<file path="config.mk">
export PLATFORM = sky130hd
export DESIGN_NAME = boundary_scan_tap
export DESIGN_NICKNAME = d
export VERILOG_FILES = /design/src/bscan_pkg.sv /design/src/boundary_scan_tap.sv
export SDC_FILE = /design/constraint.sdc
export NUM_CORES = 1
export LEC_CHECK = 0
export BUFFER_PORTS_ARGS = -buffer_cell sky130_fd_sc_hd__buf_2
export CAP_MARGIN = 20
export CORE_MARGIN = 2
export CORE_UTILIZATION = 56
export DETAILED_ROUTE_END_ITERATION = 12
export GPL_TIMING_DRIVEN = 0
export PLACE_DENSITY = 0.9
export SLEW_MARGIN = 20
export SYNTH_ARGS = -nofsm -noshare
export SYNTH_HDL_FRONTEND = slang
export SYNTH_SLANG_ARGS = --single-unit
</file>
<file path="constraint.sdc">
create_clock -name clk_i -period 4.6 [get_ports clk_i]
set_clock_uncertainty 0.1 [all_clocks]
set_input_delay 0.92 -clock clk_i [delete_from_list [all_inputs] [get_ports clk_i]]
set_output_delay 0.92 -clock clk_i [all_outputs]
set_load 0.03 [all_outputs]
</file>
<file path="src/bscan_pkg.sv">
package bscan_pkg;

   // =====================================================
   // chain shape
   localparam int N_POS = 47;
   localparam int N_CELL = 99;
   localparam int IR_W = 4;
   localparam int ID_W = 32;
   // bit p set: chain position p (0 = data-in end) is a two-way pin
   localparam logic [N_POS-1:0] IO_MAP = 47'h002fc3bfeee2;

   // =====================================================
   // instruction codes
   localparam logic [IR_W-1:0] IR_EXTEST = 4'h0;
   localparam logic [IR_W-1:0] IR_INTEST = 4'h1;
   localparam logic [IR_W-1:0] IR_SAMPLE = 4'h2;
   localparam logic [IR_W-1:0] IR_IDCODE = 4'h3;
   localparam logic [IR_W-1:0] IR_CLAMP = 4'h4;
   localparam logic [IR_W-1:0] IR_HIGHZ = 4'h5;
   localparam logic [IR_W-1:0] IR_BYPASS = 4'hf;
   localparam logic [IR_W-1:0] IR_CAPTURE = 4'h1;

   // =====================================================
   // identification layout and reset values
   localparam int ID_VER_LSB = 28;
   localparam int ID_DEV_LSB = 12;
   localparam int ID_MFR_LSB = 1;
   localparam logic SYNC_RST = 1'h1;

   // =====================================================
   // timing
   localparam int CLK_PERIOD_NS = 10;
   localparam int TCK_PERIOD_NS = 160;
   localparam int TCK_CYCLES = TCK_PERIOD_NS / CLK_PERIOD_NS;

   // =====================================================
   // types
   typedef enum logic [15:0] {
      S_TLR = 16'h0001, S_RTI = 16'h0002, S_SDRS = 16'h0004, S_CDR = 16'h0008,
      S_SDR = 16'h0010, S_E1DR = 16'h0020, S_PDR = 16'h0040, S_E2DR = 16'h0080,
      S_UDR = 16'h0100, S_SIRS = 16'h0200, S_CIR = 16'h0400, S_SIR = 16'h0800,
      S_E1IR = 16'h1000, S_PIR = 16'h2000, S_E2IR = 16'h4000, S_UIR = 16'h8000
   } tap_state_t;

   typedef enum logic [6:0] {
      I_EXTEST = 7'h01, I_INTEST = 7'h02, I_SAMPLE = 7'h04, I_IDCODE = 7'h08,
      I_CLAMP = 7'h10, I_HIGHZ = 7'h20, I_BYPASS = 7'h40
   } instr_t;

   typedef struct packed {
      logic tck;
      logic tms;
      logic tdi;
      logic trst_n;
   } tap_pins_t;

   typedef struct packed {
      logic [N_POS-1:0] out;
      logic [N_POS-1:0] oe;
   } pad_drive_t;

   // highest cell index of chain position p
   function automatic int cell_hi(input int p);
      int b;
      b = 0;
      for (int j = 0; j < p; j++)
         b = b + (IO_MAP[j] ? 3 : 1);
      return N_CELL - 1 - b;
   endfunction : cell_hi

endpackage : bscan_pkg

</file>
<file path="src/boundary_scan_tap.sv">
`timescale 1ns/100ps
module boundary_scan_tap #(
   parameter logic [3:0] ID_VERSION = 4'h1,    // arbitrary value
   parameter logic [15:0] ID_DEVICE = 16'h0001, // arbitrary value
   parameter logic [10:0] ID_MAKER = 11'h001    // arbitrary value
) (
   // clock and reset
   input wire logic clk_i,
   input wire logic arst_n_i,
   // test port
   input wire bscan_pkg::tap_pins_t tap_i,
   output logic tdo_o,
   output logic tdo_oe_o,
   // pad and core side
   input wire logic [bscan_pkg::N_POS-1:0] pin_in_i,
   input wire logic [bscan_pkg::N_POS-1:0] core_out_i,
   input wire logic [bscan_pkg::N_POS-1:0] core_oe_i,
   output bscan_pkg::pad_drive_t pad_o,
   output logic [bscan_pkg::N_POS-1:0] core_in_o
);
   import bscan_pkg::*;

   // =====================================================
   // pin synchronisers
   tap_pins_t s1, s2, s3, lvl, next_lvl;

   // a change counts once the second and third stages agree
   always_comb
   begin
      next_lvl = lvl;
      for (int b = 0; b < 4; b++)
         if (s2[b] == s3[b])
            next_lvl[b] = s3[b];
   end

   logic rise, fall;
   assign rise = next_lvl.tck & ~lvl.tck;
   assign fall = ~next_lvl.tck & lvl.tck;

   // =====================================================
   // tap state and scan registers
   tap_state_t state, next_state;
   logic [IR_W-1:0] ir_sr, next_ir_sr, ir, next_ir;
   logic [N_CELL-1:0] dr_sr, next_dr_sr, upd, next_upd, cap;
   logic [ID_W-1:0] id_sr, next_id_sr;
   logic byp, next_byp, next_tdo, next_tdo_oe, bscan_sel, from_scan;
   instr_t instr;

   always_comb
   begin
      case (ir)
         IR_EXTEST: instr = I_EXTEST;
         IR_INTEST: instr = I_INTEST;
         IR_SAMPLE: instr = I_SAMPLE;
         IR_IDCODE: instr = I_IDCODE;
         IR_CLAMP: instr = I_CLAMP;
         IR_HIGHZ: instr = I_HIGHZ;
         default: instr = I_BYPASS;
      endcase
   end
   assign bscan_sel = (instr == I_EXTEST) | (instr == I_INTEST) | (instr == I_SAMPLE);

   for (genvar p = 0; p < N_POS; p++)
   begin : g_cell
      localparam int HI = cell_hi(p);
      assign cap[HI] = pin_in_i[p];
      if (IO_MAP[p])
      begin : g_io
         assign cap[HI-1] = core_out_i[p];
         assign cap[HI-2] = core_oe_i[p];
      end
   end

   function automatic tap_state_t tap_step(input tap_state_t s, input logic m);
      case (s)
         S_TLR: tap_step = m ? S_TLR : S_RTI;
         S_RTI: tap_step = m ? S_SDRS : S_RTI;
         S_SDRS: tap_step = m ? S_SIRS : S_CDR;
         S_CDR: tap_step = m ? S_E1DR : S_SDR;
         S_SDR: tap_step = m ? S_E1DR : S_SDR;
         S_E1DR: tap_step = m ? S_UDR : S_PDR;
         S_PDR: tap_step = m ? S_E2DR : S_PDR;
         S_E2DR: tap_step = m ? S_UDR : S_SDR;
         S_UDR: tap_step = m ? S_SDRS : S_RTI;
         S_SIRS: tap_step = m ? S_TLR : S_CIR;
         S_CIR: tap_step = m ? S_E1IR : S_SIR;
         S_SIR: tap_step = m ? S_E1IR : S_SIR;
         S_E1IR: tap_step = m ? S_UIR : S_PIR;
         S_PIR: tap_step = m ? S_E2IR : S_PIR;
         S_E2IR: tap_step = m ? S_UIR : S_SIR;
         S_UIR: tap_step = m ? S_SDRS : S_RTI;
         default: tap_step = S_TLR;
      endcase
   endfunction : tap_step

   always_comb
   begin
      next_state = state;
      next_ir_sr = ir_sr;
      next_ir = ir;
      next_dr_sr = dr_sr;
      next_upd = upd;
      next_id_sr = id_sr;
      next_byp = byp;
      next_tdo = tdo_o;
      next_tdo_oe = tdo_oe_o;
      if (rise)
      begin
         next_state = tap_step(state, next_lvl.tms);
         case (state)
            S_CIR: next_ir_sr = IR_CAPTURE;
            S_SIR: next_ir_sr = {next_lvl.tdi, ir_sr[IR_W-1:1]};
            S_CDR:
            begin
               if (bscan_sel)
                  next_dr_sr = cap;
               next_id_sr = {ID_VERSION, ID_DEVICE, ID_MAKER, 1'b1};
               next_byp = 1'b0;
            end
            S_SDR:
            begin
               if (bscan_sel)
                  next_dr_sr = {next_lvl.tdi, dr_sr[N_CELL-1:1]};
               if (instr == I_IDCODE)
                  next_id_sr = {next_lvl.tdi, id_sr[ID_W-1:1]};
               next_byp = next_lvl.tdi;
            end
            default: ;
         endcase
      end
      if (fall)
      begin
         next_tdo_oe = (state == S_SDR) | (state == S_SIR);
         next_tdo = (state == S_SIR) ? ir_sr[0] : bscan_sel ? dr_sr[0] :
                    (instr == I_IDCODE) ? id_sr[0] : byp;
         if (state == S_UIR)
            next_ir = ir_sr;
         if (state == S_UDR && bscan_sel)
            next_upd = dr_sr;
      end
      if (!next_lvl.trst_n)
         next_state = S_TLR;
      if (next_state == S_TLR)
      begin
         next_ir = IR_IDCODE;
         next_tdo_oe = 1'b0;
      end
   end

   // =====================================================
   // pad and core muxing
   // registered outputs cost one clock of latency on the functional path
   pad_drive_t next_pad;
   logic [N_POS-1:0] next_core_in;

   assign from_scan = (instr == I_EXTEST) | (instr == I_INTEST) | (instr == I_CLAMP);
   for (genvar p = 0; p < N_POS; p++)
   begin : g_mux
      localparam int HI = cell_hi(p);
      assign next_core_in[p] = (instr == I_INTEST) ? upd[HI] : pin_in_i[p];
      if (IO_MAP[p])
      begin : g_drv
         assign next_pad.out[p] = from_scan ? upd[HI-1] : core_out_i[p];
         assign next_pad.oe[p] = (instr == I_HIGHZ) ? 1'b0 :
                                 from_scan ? upd[HI-2] : core_oe_i[p];
      end
      else
      begin : g_in
         assign next_pad.out[p] = 1'b0;
         assign next_pad.oe[p] = 1'b0;
      end
   end

   // undriven pins read one; tck resets low so reset makes no false edge
   always_ff @(posedge clk_i or negedge arst_n_i)
   begin
      if (!arst_n_i)
      begin
         s1 <= {1'b0, {3{SYNC_RST}}};
         s2 <= {1'b0, {3{SYNC_RST}}};
         s3 <= {1'b0, {3{SYNC_RST}}};
         lvl <= {1'b0, {3{SYNC_RST}}};
         state <= S_TLR;
         ir_sr <= IR_CAPTURE;
         ir <= IR_IDCODE;
         dr_sr <= '0;
         upd <= '0;
         id_sr <= '0;
         byp <= 1'b0;
         tdo_o <= 1'b0;
         tdo_oe_o <= 1'b0;
         pad_o <= '0;
         core_in_o <= '0;
      end
      else
      begin
         s1 <= tap_i;
         s2 <= s1;
         s3 <= s2;
         lvl <= next_lvl;
         state <= next_state;
         ir_sr <= next_ir_sr;
         ir <= next_ir;
         dr_sr <= next_dr_sr;
         upd <= next_upd;
         id_sr <= next_id_sr;
         byp <= next_byp;
         tdo_o <= next_tdo;
         tdo_oe_o <= next_tdo_oe;
         pad_o <= next_pad;
         core_in_o <= next_core_in;
      end
   end

   localparam int P1_OUT = cell_hi(1) - 1;
   localparam int P0_IN = cell_hi(0);
endmodule : boundary_scan_tap

</file>
==> results.py, run 1 <==
metrics = {
    "status": {
        "status": "complete, no violations",
    },
    "sta": {
        "rsz0062_at_grt": "no",
        "worst_pin_slew_ns": 0.978,
        "relSlewSlack_pct": 34.8,
        "fin_ws_ns": 1.27,
        "report.final.hold_viol_count": 0,
        "setup_viol": 0,
        "min_period_ns": 3.33,
        "timing.fmax_mhz": 300,
        "timing.final.crit_share_pct": 72.5,
        "slew_viol_final": 0,
    },
    "floorplanning": {
        "die_y_um": 171,
        "dieWidth_um": 171,
        "row_count": 61,
        "dieArea_mm2": 0.0293,
        "coreArea_mm2": 0.0276,
        "initial_utilization_pct": 56.6,
        "io_pins": 290,
    },
    "synth": {
        "ys_seq_area_share_pct": 59.6,
        "synth-seq-cells": 372,
        "ys_async_sr_fraction_pct": 100,
        "synth.avg_cell_area_um2": 12.3,
        "yosysWarnings": 0,
        "synth_cells": 1274,
        "synth_cell_type_count": 60,
        "synth_area_mm2": 0.0156,
        "ys.flop_type": "dfrtp_1",
        "synth-edff-count": 0,
    },
    "min_path": {
        "worst_hold_path_type": "flop to flop",
        "hold_start": "s1[0]",
    },
    "power_and_ir_drop": {
        "p_sw_mw": 1.62,
        "leakagePower_nw": 8.78,
        "power.clock.fraction_pct": 45.8,
        "power_frac_comb_pct": 6.8,
        "p_seq_share_pct": 47.4,
        "swShare_pct": 22.9,
        "internal_power_mw": 5.46,
        "ir_drop_v": 0.000285,
        "power_density_mw_per_mm2": 378,
    },
    "clock_network": {
        "cts_resized": 0,
        "cts_tree": "yes",
        "postCtsSetupBuffers": 0,
        "numCtsBuffers": 39,
        "htree_levels": 2,
        "hold_buffers": 0,
        "clockRootBuffer": "clkbuf_16",
        "clk_latency_ns": 0.53,
        "cts_sinks": 372,
        "clk_pin_slew_ns": 0.06,
        "clk_path_buf_depth": 3,
    },
    "cells_and_area": {
        "layout.nets": 1711,
        "layout-drive-gt1-share_pct": 34.4,
        "final_common_cell": "dfrtp_1",
        "syn_to_final_growth_pct": 19.8,
        "stdcell_count": 1976,
        "final_cell_mix": "dfrtp_1 (356), buf_2 (236), nand2_1 (182)",
        "finalInstanceArea_mm2": 0.0187,
    },
    "critical_path": {
        "critPathLaunch": "state[9]",
        "cp-end-kind": "flop",
        "worstPathArrival_ns": 3.62,
        "cp_max_fo": 10,
        "cp-start-kind": "flop",
        "timing.rr.start": "state[9]",
        "cp.required_ns": 4.88,
        "setup.worst_path.class": "flop to flop",
    },
    "routing": {
        "firstDrtPassIters": 5,
        "drc_errors": 0,
        "drt-wirelength-per-cell_um": 19.0,
        "num_vias": 11000,
        "postRouteAntennaNets": 0,
        "drt-total-wl_um": 37600,
        "vias_per_cell": 5.56,
        "drt_iter0_markers": 822,
    },
    "grt": {
        "antenna_found_initial": 8,
        "grt_util_all_layers_pct": 26.1,
        "grt-busiest-layer": "met2",
        "grt_start_max_net_pins": 103,
        "grt_pass1_wl_um": 59800,
        "grt_overflow": 0,
        "grt_pass1_vias": 11200,
        "met1_usage_pct": 33.2,
        "use_met2_pct": 43.2,
        "gr-usage-met3_pct": 6.45,
    },
    "placed_design": {
        "place_congestion": 0.865,
        "dp_cells": 1901,
        "post-place-ws_ns": 1.28,
        "dp_hpwl_um": 25100,
        "portBuffers": 205,
        "dpl_cell_area_mm2": 0.0174,
    },
    "run": {
        "maxCapViolations": 0,
    },
}
path summary, 6_finish.rpt:
path	endpoint	slack (ns)	depth (start not counted)
setup / recovery	dr_sr[90]	1.27	10
hold / removal	s2[0]	0.25	0
setup reg to reg	dr_sr[90]	1.27	10
hold reg to reg	s2[0]	0.25	0
max in group asynchronous	upd[25]	2.76	3
min in group asynchronous	state[14]	0.28	1
cells in the mapped netlist, types with 4 or more instances:
| master | instances | area share [%] |
|---|---|---|
| a21oi_1 | 12 | 0.38 |
| a22o_1 | 27 | 1.5 |
| a31oi_1 | 4 | 0.16 |
| and2_1 | 4 | 0.16 |
| buf_2 | 32 | 1.0 |
| buf_4 | 45 | 2.2 |
| clkbuf_1 | 43 | 1.0 |
| dfrtp_1 | 356 | 57 |
| dfstp_2 | 16 | 2.7 |
| inv_1 | 4 | 0.096 |
| mux2_2 | 172 | 12 |
| mux2i_1 | 100 | 6.4 |
| nand2_1 | 182 | 4.4 |
| nand2b_1 | 4 | 0.16 |
| nand3_1 | 8 | 0.26 |
| nor2_1 | 27 | 0.65 |
| nor2b_1 | 5 | 0.20 |
| nor3_1 | 6 | 0.19 |
| nor4_1 | 5 | 0.20 |
| nor4_4 | 4 | 0.54 |
| nor4b_1 | 6 | 0.34 |
| o21ai_0 | 143 | 4.6 |
| xnor2_1 | 6 | 0.34 |
cells by family (layout without fill, tap and decap cells):
kind of cell,Yosys count,in the layout,share of synthesized area (%)
compound gates,212,212,8.02
xor+xnor,7,7,0.392
fa+ha+maj,3,3,0.192
buf+inv,129,406,4.54
flops,372,372,59.6
mux,272,272,18.8
other cells,1,48,0.0240
simple gates,278,278,8.42
worst max-delay path, cell delays in order (launching register included):
cell and delay, ns:
dfrtp_1 0.48, nor4_4 0.51, and4b_1 0.31, nand2_1 0.15, nor2_2 0.26, nand3_2 0.38, buf_2 0.38, buf_2 0.24
buf_2 0.21, nand2_1 0.09, o21ai_0 0.08
final cells by class:
class | count | area (um^2)
buffer | 124 | 692
inverter | 5 | 18.8
clock buffer | 56 | 1140
fill | 2001 | 8890
tap | 378 | 473
clock inverter | 13 | 188
multi-input combinational | 814 | 5760
sequential | 372 | 9330
timing repair buffer | 208 | 1120
antenna | 6 | 15.0
metal layers:
layer  vias to the layer above  share of wire, %
met3                       104               6.8
met4                         6               3.7
met2                       377                49
li1                       4952                 -
met1                      5540                41
met5                         -              0.11
state kept, by name (all words and copies together), names as in the netlist:
signal,count
s3,4
ir_sr,4
ir,4
upd,99
id_sr,32
byp,1
tdo_o,1
core_in_o,47
s2,4
s1,4
tdo_oe_o,1
lvl,4
state,16
pad_o,52
dr_sr,99
stage by stage:
step                hold slack (ns)  total power, mW  util (%)  TNS (ns)
global placement              0.242             3.88      62.6  -1580.32
detailed placement            0.247             3.89      62.9         0
finish                        0.253             7.08      67.8         0
global route                  0.256             7.29      67.8         0
floorplan                     0.231             3.68         -         0
CTS                           0.256             7.12      67.8         0
power groups by stage:
stage               Combinational (mW)  Sequential, mW  Clock (mW)
floorplan                        0.170            3.51           0
global placement                 0.459            3.42           0
detailed placement               0.478            3.42           0
CTS                              0.481            3.36        3.28
global route                     0.519            3.36        3.41
finish                           0.479            3.36        3.24
(Power assumes the default switching activity.)
==> run 2, diff against run 1 <==
Settings changed: CORE_UTILIZATION 56 to 50, PLACE_DENSITY 0.9 to 0.86.
Clock period 4.6 ns to 3 ns, I/O delays scaled along.
==> run 2 against run 1 <==
  * Power grew 52%
  * Setup slack got worse by 1.2 ns
  * Sequential share of layout area decreased by 0.37 points
  * Final cell count rose by 1.5%
  * Sequential cell count is the same
  * Largest cell class unchanged
  * Clock-buffer cell count decreased by 2
==> results.py, run 2 (synthesis gave the netlist of run 1 again) <==
metrics = {
    "critical_path": {
        "rrSetupSlack_ns": 0.05,
        "cp-end-kind": "flop",
        "timing.rr.start": "lvl[0]",
        "worstPathArrival_ns": 3.22,
        "r2r_cells": 10,
        "worst_r2r_endpoint": "tdo_oe_o",
        "cp.required_ns": 3.27,
        "setup.worst_path.class": "flop to flop",
        "cp-start-kind": "flop",
        "cp_max_fo": 10,
    },
    "clock_network": {
        "clk_path_buf_depth": 3,
        "clockRootBuffer": "clkbuf_16",
        "cts_sinks": 372,
        "cts_tree": "yes",
        "clk_pin_slew_ns": 0.06,
        "clk_latency_ns": 0.53,
        "htree_levels": 2,
        "numCtsBuffers": 39,
    },
    "floorplanning": {
        "dieWidth_um": 181,
        "die_y_um": 181,
        "row_count": 64,
        "coreArea_mm2": 0.0307,
        "dieArea_mm2": 0.0327,
        "initial_utilization_pct": 51.0,
        "io_pins": 290,
    },
    "routing": {
        "vias_per_cell": 5.48,
        "drt-wirelength-per-cell_um": 19.1,
        "postRouteAntennaNets": 0,
        "num_vias": 11000,
        "firstDrtPassIters": 5,
        "drt-total-wl_um": 38300,
        "drt_iter0_markers": 692,
        "drc_errors": 0,
    },
    "cells_and_area": {
        "layout.nets": 1718,
        "syn_to_final_growth_pct": 20.7,
        "final_cell_mix": "dfrtp_1 (356), buf_2 (232), nand2_1 (182)",
        "final_common_cell": "dfrtp_1",
        "reg_top3": "dr_sr x99, upd x99, pad_o x52",
        "layout-drive-gt1-share_pct": 35.6,
        "fillers": 2342,
    },
    "sta": {
        "timing.final.crit_share_pct": 98.3,
        "min_period_ns": 2.95,
        "slew_viol_final": 0,
        "report.final.hold_viol_count": 0,
        "worst_pin_slew_ns": 0.792,
        "setup_viol": 0,
        "timing.fmax_mhz": 339,
        "whs_ns": 0.0869,
        "fin_ws_ns": 0.0513,
        "relSlewSlack_pct": 47.2,
        "setup_tns_ns": 0,
    },
    "min_path": {
        "hold_depth": 1,
        "hold_start": "tap_i[0]",
        "worst_hold_path_type": "input port to flop",
        "holdPathEnd": "s1[0]",
    },
    "run": {
        "maxCapViolations": 0,
    },
    "power_and_ir_drop": {
        "power_density_mw_per_mm2": 570,
        "leakagePower_nw": 8.83,
        "ir_drop_v": 0.000431,
    },
    "placed_design": {
        "place_congestion": 0.869,
        "dp_hpwl_um": 25500,
        "portBuffers": 205,
        "post-place-ws_ns": -0.426,
    },
    "grt": {
        "grt_util_all_layers_pct": 23.0,
        "antenna_found_initial": 14,
        "grt_overflow": 0,
        "grt_start_max_net_pins": 105,
        "grt_pass1_vias": 11400,
        "grt_pass1_wl_um": 60700,
    },
    "status": {
        "status": "complete, no violations",
    },
}
run 2: worst max-delay path, cell delays in order, from the launching register on:
cell and delay (ns):
dfstp_2 0.37, a21o_1 0.16, o21ai_1 0.22, clkinv_1 0.35
and2_1 0.23, buf_2 0.18, nand2_1 0.08, o31ai_1 0.11
nor4_1 0.58, and4_4 0.37, a211oi_1 0.06
run 2: worst max path at each step:
stage | startpoint | end | cells after the start
after global routing | lvl[0] | tdo_oe_o | 10
after detailed placement | state[12] | dr_sr[90] | 11
after floorplan | state[5] | upd[88] | 8
after global placement | arst_n_i | core_in_o[27] | 1
final | lvl[0] | tdo_oe_o | 10
after CTS | ir[0] | core_in_o[12] | 4
run 2: power by group:
part	total [mW]	internal, mW	switching (mW)	leakage (nW)
clock	4.88	2.85	2.02	0.631
combinational	0.740	0.246	0.494	3.81
sequential	5.15	5.11	0.0350	4.38
total	10.8	8.21	2.55	8.83
run 2: timing repair:
item	CTS	global route
endpoints found under the hold margin	63	0
setup endpoints to repair	142	42
buffers inserted	5	1
hold buffers	1	0
resized for setup	8	18
pin swaps	5	0
run 2: area by class of cell:
type                       instances  area [um^2]  area share, %
sequential                       372         9330           49.4
multi-input combinational        814         5790           30.7
timing repair buffer             215         1190           6.28
clock buffer                      54         1130           6.01
buffer                           124          712           3.77
tap                              396          495           2.62
clock inverter                    17          194           1.03
antenna                            8         20.0          0.106
inverter                           5         18.8         0.0994
run 2: per-stage QoR:
| stage | power [mW] | area (um^2) | cells | util [%] |
|---|---|---|---|---|
| after detailed placement | 5.97 | 17400 | 1919 | 56.8 |
| after global placement | 5.95 | 17300 | 1916 | 56.5 |
| after global routing | 11.1 | 18900 | 2003 | 61.5 |
| final | 10.8 | 18900 | 2005 | 61.5 |
| after CTS | 10.9 | 18800 | 1996 | 61.3 |
| after floorplan | 5.65 | 15800 | 1315 | - |
run 2: routing by layer:
| layer | track usage (%) | wire (um) |
|---|---|---|
| met5 | 0 | 62 |
| met4 | 9.84 | 1410 |
| met3 | 5.16 | 2590 |
| met2 | 37.9 | 18700 |
| met1 | 29.4 | 15500 |
